**src/hdl/sfpg_pkg.sv**
```systemverilog
/*
 Package of the serial flash protect gate: protect codes, secured-region layout,
 command classes and timing figures.
 Assumes a 40 MHz system clock that samples the serial pins.
*/
package sfpg_pkg;

	localparam int ADDR_W           = 24;
	localparam int BLOCK_LSB        = 16;
	localparam int BLOCK_MSB        = 20;
	localparam int NUM_BLOCKS       = 32;
	localparam int OTP_BITS         = 4096;
	localparam int OTP_ADDR_W       = 9;
	localparam logic [8:0] OTP_ESN_LAST  = 9'h00F;
	localparam logic [8:0] OTP_LAST      = 9'h1FF;
	localparam int SECREG_FACTORY_BIT  = 0;
	localparam int SECREG_CUSTOMER_BIT = 1;
	localparam logic [1:0] SECREG_RESET  = 2'h0;
	localparam logic [3:0] PROTECT_RESET = 4'h0;
	localparam int CLK_PERIOD_PS    = 25000;
	localparam int OP_TIME_NS       = 1000;
	localparam int OP_CYCLES        = (OP_TIME_NS * 1000) / CLK_PERIOD_PS;

	typedef enum logic [3:0] {
		SFPG_CLS_NONE  = 4'h0,
		SFPG_CLS_READ  = 4'h1,
		SFPG_CLS_WRITE_ENABLE_CMD  = 4'h2,
		SFPG_CLS_WRITE_DISABLE_CMD  = 4'h3,
		SFPG_CLS_WRITE_STATUS_CMD  = 4'h4,
		SFPG_CLS_PROG  = 4'h5,
		SFPG_CLS_ERASE = 4'h6,
		SFPG_CLS_DPD   = 4'h7,
		SFPG_CLS_RDP   = 4'h8,
		SFPG_CLS_ENTER_SECURED_REGION_CMD  = 4'h9,
		SFPG_CLS_EXIT_SECURED_REGION_CMD  = 4'hA,
		SFPG_CLS_WRSEC = 4'hB,
		SFPG_CLS_RST   = 4'hC,
		SFPG_CLS_OTHER = 4'hD,
		SFPG_CLS_BAD   = 4'hF
	} sfpg_cls_t;

	typedef struct packed {
		sfpg_cls_t         cls;
		logic [ADDR_W-1:0] addr;
		logic [3:0]        new_protect;
		logic              new_sec_lock;
		logic              chip_erase;
	} sfpg_cmd_t;

	typedef struct packed {
		logic exec;
		logic rejected;
		logic protect_hit;
		logic otp_target;
	} sfpg_verdict_t;

endpackage

```
**src/hdl/sfpg_gate.sv**
```systemverilog
/*
 Protect gate of a serial flash: samples the chip-select and serial clock pins,
 counts framing bits, and judges each decoded command against write enable, block
 protection, secured-region locks, busy and power-down state.
 Assumes an outside decoder supplies the command class on cmd_valid before
 chip-select rises, and that the array datapath acts on verdict_ff.exec.
*/
`timescale 1ns/1ps

module sfpg_gate
	import sfpg_pkg::*;
#(
	parameter int  OP_CNT          = OP_CYCLES,
	parameter logic FACTORY_LOCKED = 1'b0
)(
	input  wire logic            clk,
	input  wire logic            rst_n,
	input  wire logic            cs_n_pin,
	input  wire logic            sclk_pin,
	input  wire logic            wp_n_pin,
	input  wire logic            quad_mode,
	input  wire logic            cmd_valid,
	input  wire sfpg_cmd_t       cmd,
	output logic                 active_ff,
	output logic                 so_oe_n_ff,
	output logic                 sample_ff,
	output logic                 shift_ff,
	output logic                 busy_ff,
	output logic                 write_enable_latch_ff,
	output logic                 secured_mode_ff,
	output logic                 deep_power_down_ff,
	output logic [3:0]           protect_code_ff,
	output logic                 status_write_protect_ff,
	output logic [1:0]           security_reg_ff,
	output sfpg_verdict_t        verdict_ff
);

	if (OP_CNT < 1 || OP_CNT > 32'h0000_FFFF)
	begin
		$error("OP_CNT must lie between 1 and 65535, the busy counter is sixteen bits");
	end

	function automatic logic [NUM_BLOCKS-1:0] protect_map(input logic [3:0] code);
		logic [NUM_BLOCKS-1:0] m;
		m = '0;
		unique case (code)
			4'h0: m = 32'h0000_0000;
			4'h1: m = 32'h8000_0000;
			4'h2: m = 32'hC000_0000;
			4'h3: m = 32'hF000_0000;
			4'h4: m = 32'hFF00_0000;
			4'h5: m = 32'hFFFF_0000;
			4'hA: m = 32'h0000_FFFF;
			4'hB: m = 32'h00FF_FFFF;
			4'hC: m = 32'h0FFF_FFFF;
			4'hD: m = 32'h3FFF_FFFF;
			4'hE: m = 32'h7FFF_FFFF;
			default: m = 32'hFFFF_FFFF;
		endcase
		return m;
	endfunction

	// Pins come from the host's domain; two flops before anything reads them.
	logic [1:0] cs_sync_ff, sclk_sync_ff, wp_sync_ff;
	logic       cs_q_ff, sclk_q_ff;
	always_ff @(posedge clk or negedge rst_n)
	begin
		if (!rst_n)
		begin
			cs_sync_ff   <= 2'h3;
			sclk_sync_ff <= 2'h0;
			wp_sync_ff   <= 2'h3;
			cs_q_ff      <= 1'b1;
			sclk_q_ff    <= 1'b0;
		end
		else
		begin
			cs_sync_ff   <= {cs_sync_ff[0], cs_n_pin};
			sclk_sync_ff <= {sclk_sync_ff[0], sclk_pin};
			wp_sync_ff   <= {wp_sync_ff[0], wp_n_pin};
			cs_q_ff      <= cs_sync_ff[1];
			sclk_q_ff    <= sclk_sync_ff[1];
		end
	end

	logic cs_fall, cs_rise, sclk_rise, sclk_fall, selected;
	assign selected  = !cs_sync_ff[1];
	assign cs_fall   = cs_q_ff && !cs_sync_ff[1];
	assign cs_rise   = !cs_q_ff && cs_sync_ff[1];
	// Edges only count inside a frame, so the mode 0 or mode 3 idle level is harmless.
	assign sclk_rise = selected && !sclk_q_ff && sclk_sync_ff[1];
	assign sclk_fall = selected && sclk_q_ff && !sclk_sync_ff[1];

	logic [2:0]      bit_cnt_ff, nxt_bit_cnt;
	logic            ignore_ff, nxt_ignore;
	logic            nxt_active, nxt_so_oe_n;
	logic [15:0]     op_cnt_ff, nxt_op_cnt;
	logic            nxt_busy, nxt_wel, nxt_secured, nxt_dpd, nxt_swp;
	logic [3:0]      nxt_protect;
	logic [1:0]      nxt_secreg;
	sfpg_verdict_t   nxt_verdict;
	logic            byte_ok, hw_locked, hit, otp_locked, allowed, array_cmd, writer;
	logic [NUM_BLOCKS-1:0] pmap;
	logic [4:0]      blk;

	always_comb
	begin
		nxt_bit_cnt = bit_cnt_ff;
		nxt_ignore  = ignore_ff;
		nxt_active  = active_ff;
		nxt_so_oe_n = so_oe_n_ff;
		nxt_op_cnt  = op_cnt_ff;
		nxt_busy    = busy_ff;
		nxt_wel     = write_enable_latch_ff;
		nxt_secured = secured_mode_ff;
		nxt_dpd     = deep_power_down_ff;
		nxt_protect = protect_code_ff;
		nxt_swp     = status_write_protect_ff;
		nxt_secreg  = security_reg_ff;
		nxt_verdict = '0;
		byte_ok     = (bit_cnt_ff == 3'h0);
		hw_locked   = !wp_sync_ff[1] && status_write_protect_ff && !quad_mode;
		pmap        = protect_map(protect_code_ff);
		blk         = cmd.addr[BLOCK_MSB:BLOCK_LSB];
		hit         = cmd.chip_erase ? (|pmap) : pmap[blk];
		otp_locked  = security_reg_ff[SECREG_FACTORY_BIT] ||
		              security_reg_ff[SECREG_CUSTOMER_BIT];
		array_cmd   = (cmd.cls == SFPG_CLS_PROG) || (cmd.cls == SFPG_CLS_ERASE);
		writer      = array_cmd || (cmd.cls == SFPG_CLS_WRITE_STATUS_CMD) || (cmd.cls == SFPG_CLS_WRSEC);
		allowed     = 1'b0;

		if (busy_ff)
		begin
			// Nothing reaches the running operation; it just counts out.
			if (op_cnt_ff == 16'h0001)
				nxt_busy = 1'b0;
			nxt_op_cnt = op_cnt_ff - 16'h0001;
		end

		if (cs_fall)
		begin
			nxt_bit_cnt = 3'h0;
			nxt_ignore  = 1'b0;
			nxt_active  = 1'b1;
		end
		else if (selected && sclk_rise && !ignore_ff)
			nxt_bit_cnt = bit_cnt_ff + 3'h1;

		if (!selected || ignore_ff)
			nxt_so_oe_n = 1'b1;
		else if (sclk_fall && cmd_valid && cmd.cls == SFPG_CLS_READ && !deep_power_down_ff)
			nxt_so_oe_n = 1'b0;

		if (selected && cmd_valid && cmd.cls == SFPG_CLS_BAD && !ignore_ff)
		begin
			nxt_ignore  = 1'b1;
			nxt_active  = 1'b0;
		end

		if (cs_rise)
		begin
			nxt_active = 1'b0;
			if (cmd_valid && !ignore_ff && cmd.cls != SFPG_CLS_READ)
			begin
				if (!byte_ok)
					nxt_verdict.rejected = 1'b1;
				else if (deep_power_down_ff)
				begin
					if (cmd.cls == SFPG_CLS_RDP || cmd.cls == SFPG_CLS_RST)
					begin
						nxt_dpd = 1'b0;
						nxt_verdict.exec = 1'b1;
					end
					else
						nxt_verdict.rejected = 1'b1;
				end
				else if (busy_ff && writer)
					nxt_verdict.rejected = 1'b1;
				else
				begin
					unique case (cmd.cls)
						SFPG_CLS_WRITE_ENABLE_CMD:  begin nxt_wel = 1'b1; allowed = 1'b1; end
						SFPG_CLS_WRITE_DISABLE_CMD:  begin nxt_wel = 1'b0; allowed = 1'b1; end
						SFPG_CLS_DPD:   begin nxt_dpd = 1'b1; allowed = 1'b1; end
						SFPG_CLS_ENTER_SECURED_REGION_CMD:  begin nxt_secured = 1'b1; allowed = 1'b1; end
						SFPG_CLS_EXIT_SECURED_REGION_CMD:  begin nxt_secured = 1'b0; allowed = 1'b1; end
						SFPG_CLS_WRITE_STATUS_CMD:
						begin
							if (write_enable_latch_ff && !hw_locked)
							begin
								nxt_protect = cmd.new_protect;
								nxt_swp     = cmd.new_sec_lock;
								allowed     = 1'b1;
							end
						end
						SFPG_CLS_WRSEC:
						begin
							if (write_enable_latch_ff && !otp_locked)
							begin
								nxt_secreg[SECREG_CUSTOMER_BIT] = 1'b1;
								allowed = 1'b1;
							end
						end
						SFPG_CLS_PROG, SFPG_CLS_ERASE:
						begin
							nxt_verdict.otp_target = secured_mode_ff;
							nxt_verdict.protect_hit = hit && !secured_mode_ff;
							if (write_enable_latch_ff)
							begin
								if (secured_mode_ff)
									allowed = !otp_locked &&
									          cmd.addr[OTP_ADDR_W-1:0] <= OTP_LAST;
								else
									allowed = !hit;
							end
						end
						default: allowed = 1'b1;
					endcase
					if (writer)
						nxt_wel = 1'b0;
					if (allowed && writer)
					begin
						nxt_busy   = 1'b1;
						nxt_op_cnt = OP_CNT[15:0];
					end
					nxt_verdict.exec     = allowed;
					nxt_verdict.rejected = !allowed;
				end
			end
		end
	end

	always_ff @(posedge clk or negedge rst_n)
	begin
		if (!rst_n)
		begin
			bit_cnt_ff              <= 3'h0;
			ignore_ff               <= 1'b0;
			active_ff               <= 1'b0;
			so_oe_n_ff              <= 1'b1;
			sample_ff               <= 1'b0;
			shift_ff                <= 1'b0;
			op_cnt_ff               <= 16'h0000;
			busy_ff                 <= 1'b0;
			write_enable_latch_ff   <= 1'b0;
			secured_mode_ff         <= 1'b0;
			deep_power_down_ff      <= 1'b0;
			protect_code_ff         <= PROTECT_RESET;
			status_write_protect_ff <= 1'b0;
			security_reg_ff         <= SECREG_RESET;
			verdict_ff              <= '0;
		end
		else
		begin
			bit_cnt_ff              <= nxt_bit_cnt;
			ignore_ff               <= nxt_ignore;
			active_ff               <= nxt_active;
			so_oe_n_ff              <= nxt_so_oe_n;
			sample_ff               <= sclk_rise && !ignore_ff;
			shift_ff                <= sclk_fall && !ignore_ff;
			op_cnt_ff               <= nxt_op_cnt;
			busy_ff                 <= nxt_busy;
			write_enable_latch_ff   <= nxt_wel;
			secured_mode_ff         <= nxt_secured;
			deep_power_down_ff      <= nxt_dpd;
			protect_code_ff         <= nxt_protect;
			status_write_protect_ff <= nxt_swp;
			// The factory bit is a strap caught after release and sticks once set.
			security_reg_ff         <= {nxt_secreg[1], nxt_secreg[0] | FACTORY_LOCKED};
			verdict_ff              <= nxt_verdict;
		end
	end

endmodule

```
**config.mk**
```make
export PLATFORM = sky130hd
export DESIGN_NAME = sfpg_gate
export DESIGN_NICKNAME = d
export VERILOG_FILES = /design/src/hdl/sfpg_pkg.sv /design/src/hdl/sfpg_gate.sv
export SDC_FILE = /design/constraint.sdc
export NUM_CORES = 1
export LEC_CHECK = 0
export BUFFER_PORTS_ARGS = -buffer_cell sky130_fd_sc_hd__buf_2
export CAP_MARGIN = 10
export CORE_ASPECT_RATIO = 1.75
export CORE_MARGIN = 2
export CORE_UTILIZATION = 58
export CTS_BUF_LIST = sky130_fd_sc_hd__clkbuf_16
export CTS_CLUSTER_DIAMETER = 30
export DETAILED_ROUTE_END_ITERATION = 7
export PLACE_DENSITY_LB_ADDON = 0.2
export SYNTH_ARGS = -nofsm -noshare
export SYNTH_HDL_FRONTEND = slang
export SYNTH_SLANG_ARGS = --single-unit
```
**constraint.sdc**
```tcl
create_clock -name clk -period 6.6 [get_ports clk]
set_clock_uncertainty 0.1 [all_clocks]
set_input_delay 0.33 -clock clk [delete_from_list [all_inputs] [get_ports clk]]
set_output_delay 0.33 -clock clk [all_outputs]
set_load 0.1 [all_outputs]
```
==> flow_metrics.env <==
export IMPL_ys_flop_type="dfrtp_1"
export IMPL_cts_sinks=46
export IMPL_period_minus_slack_ns=2.53
export IMPL_holdCritStartpoint="cs_n_pin"
export IMPL_dr_first_iter_drc_count=27
export IMPL_fillers=356
export IMPL_drtPass1Iterations=4
export IMPL_rows=32
export IMPL_muxShareOfSynthArea_pct=2.64
export IMPL_via_per_inst=5.50
export IMPL_synth_cells=249
export IMPL_clk_path_buf_depth=2
export IMPL_die_h_um=91.9
export IMPL_critPathKind="reg2reg"
export IMPL_nets=334
export IMPL_numCtsBuffers=5
export IMPL_synthToLayoutAreaGrowth_pct=11.7
export IMPL_regToRegSetupSlack_ns=4.07
export IMPL_fin_crit_sh_pct=38.3
export IMPL_dieArea_um2=4980
export IMPL_synth_simple_gate_area_share_pct=25.2
export IMPL_yosysWarnings=0
export IMPL_synth_cell_types=63
export IMPL_synth_edf_count=0
export IMPL_worstHoldPathCells=1
export IMPL_worstPathMaxFanout=7
export IMPL_gp_congestion=0.826
export IMPL_r2r_cells=6
export IMPL_finalPower_uw=595
export IMPL_wl_per_cell_um=13.7
export IMPL_cts_root_buf="clkbuf_16"
export IMPL_clk_latency_ns=0.28
export IMPL_port_buffers=39
export IMPL_antenna_found_initial=0
export IMPL_finalHoldViolCount=0
export IMPL_p_per_area_nw_per_um2=208
export IMPL_synth_compound_area_share_pct=10.7
export IMPL_htree_levels=2
export IMPL_syn_nets=299
export IMPL_status="complete, no violations"
export IMPL_cts_resized=0
export IMPL_power_ir_vdd_worst_mv=0.266
export IMPL_hold_end="cs_sync_ff[0]"
export IMPL_netlist_area_um2=2560
export IMPL_worstPathArrival_ns=2.59
export IMPL_worst_slew_pin_slew_ns=0.973
export IMPL_cellLeakagePower_nw=1.43
export IMPL_synth_xor_area_share_pct=5.82
export IMPL_dp_hpwl_mm=3.37
export IMPL_syn_area_per_cell_um2=10.3
export IMPL_yosys_area_share_adder_pct=4.40
export IMPL_worstReg2RegEnd="status_write_protect_ff"
export IMPL_clk_pin_slew_ns=0.06
export IMPL_synthArstFlopShare_pct=100
export IMPL_finalSetupViolCount=0
export IMPL_drc=0
export IMPL_num_io_pins=60
export IMPL_hold_ws_ns=0.0439
export IMPL_grt_usage_pct=21.3
export IMPL_hold_path_class="in2reg"
export IMPL_slew_headroom_pct=34.2
export IMPL_hold_buffers=0
export IMPL_die_width_um=54.2
export IMPL_coreArea_um2=4320
export IMPL_vias=1849
export IMPL_tritoncts="done"
export IMPL_grt_max_degree=47
export IMPL_cp_start_kind="flop"
export IMPL_synth_top_family_by_area="simple AND/OR/NAND/NOR gates"
export IMPL_max_cap_violations=0
export IMPL_timing_setup_tns_ns=0
export IMPL_grt_pass1_wl_mm=7.96
export IMPL_drtAntennaViolNets=0
export IMPL_diodes=0
export IMPL_cp_end_kind="flop"
export IMPL_report_final_slew_viol_count=0
export IMPL_ys_seq_area_share_pct=45.3
export IMPL_grt_pass1_vias=1794
export IMPL_wirelength_mm=4.59
export IMPL_overflow=0
export IMPL_layout_drive_gt1_share_pct=26.0
export IMPL_cp_required_ns=6.66
export IMPL_r2r_start="cs_sync_ff[1]"
export IMPL_yosys_register_bits=46
export IMPL_postCtsSetupBuffers=0
export IMPL_rsz0062_at_grt="false"
export IMPL_max_freq_ghz=0.396
export IMPL_initial_core_util_pct=59.2
[worst max-delay path: stages (launching register included)]
cell,delay (ns)
dfstp_2,0.59
ha_1,0.18
and3b_1,0.23
nand3b_4,0.12
a211oi_2,0.37
nor2b_1,0.45
mux2_1,0.37
[layout make-up]
cell class | instances | area (um2) | area share (%)
Clock buffer | 5 | 125 | 4.38
Clock inverter | 3 | 12.5 | 0.438
Inverter | 14 | 52.6 | 1.84
Multi-Input combinational cell | 178 | 1250 | 43.8
Sequential cell | 46 | 1160 | 40.5
Tap cell | 51 | 63.8 | 2.23
Timing Repair Buffer | 39 | 195 | 6.83
[synth_stat cells, drive strengths merged (2+ instances only)]
master	instances	area (um2)
dfrtp	40	1000
nor2	34	128
nand2	26	97.6
inv	14	52.6
buf	10	92.6
o21ai	10	61.3
xor2	10	87.6
ha	9	113
nand2b	8	65.1
nor3	8	56.3
xnor2	7	61.3
a21oi	6	30.0
dfstp	6	158
nor4	6	67.6
mux2	4	45.0
nand3	3	15.0
nor2b	3	18.8
or3	3	23.8
or4b	3	37.5
a211oi	2	20.0
and2	2	15.0
and3	2	12.5
nand3b	2	27.5
nor4b	2	17.5
o211ai	2	15.0
o21ba	2	20.0
o22ai	2	18.8
o31ai	2	15.0
or4	2	18.8
[through the flow]
step	instances	util (%)	setup WS [ns]	area (um2)
floorplan	249	-	3.69	2560
global placement	328	62.9	4.09	2720
detailed placement	328	62.9	4.09	2720
CTS	336	66.1	4.06	2860
global route	336	66.1	3.84	2860
finish	336	66.1	4.07	2860
[worst max path at each step]
stage,startpoint,end,slack [ns],depth (start not counted)
detailed placement,protect_code_ff[2],op_cnt_ff[6],4.09,8
floorplan,protect_code_ff[2],verdict_ff[2],3.69,8
finish,cs_sync_ff[1],status_write_protect_ff,4.07,6
CTS,cs_sync_ff[1],status_write_protect_ff,4.06,6
global route,protect_code_ff[1],op_cnt_ff[10],3.84,8
global placement,cs_sync_ff[1],status_write_protect_ff,4.09,6
[layout by cell type, fill, tap and decap left out, types with 2 or more instances in the layout]
master and instances:
dfrtp_1 40, buf_2 39, nor2_1 34, nand2_1 26, inv_1 15, xor2_1 10, o21ai_0 9, ha_1 9
xnor2_1 7, nand2b_1 6, a21oi_1 6, nor3_1 6, dfstp_2 6, clkbuf_16 5, nor4_1 4, nand3_1 3
nor2b_1 3, mux2_1 3, nand2b_4 2, o211ai_1 2, nor4_4 2, or3_1 2, o21ba_2 2, or4b_4 2
and3_1 2, o31ai_1 2, nor4b_1 2
[cell families after synthesis]
logic type,count (synthesis)
compound gates,37
xor+xnor,17
fa+ha+maj,9
buf+inv,25
flops,46
mux,5
other cells,1
simple gates,109
[power breakdown]
part / internal, mW / leakage (nW) / switching (mW) / total (mW)
registers: 0.290 / 0.574 / 0.00505 / 0.295
logic: 0.0202 / 0.786 / 0.0460 / 0.0662
clock network: 0.137 / 0.0724 / 0.0962 / 0.233
[flip-flops by register name (all words and copies together) (netlist names)]
signal,count
wp_sync_ff,2
write_enable_latch_ff,1
deep_power_down_ff,1
cs_sync_ff,2
shift_ff,1
ignore_ff,1
sclk_q_ff,1
protect_code_ff,4
busy_ff,1
so_oe_n_ff,1
op_cnt_ff,16
sample_ff,1
status_write_protect_ff,1
secured_mode_ff,1
bit_cnt_ff,3
verdict_ff,4
cs_q_ff,1
security_reg_ff,1
sclk_sync_ff,2
active_ff,1
[per-layer routing]
metal | GRT usage (%) | vias to the layer above | wire length (um)
met2 | 38.4 | 25 | 2580
met3 | 2.44 | 5 | 109
li1 | - | 912 | -
met1 | 24.3 | 907 | 1840
met5 | 0 | - | 0
met4 | 7.71 | 0 | 63
Note: power is estimated with default switching activity, not from simulation.
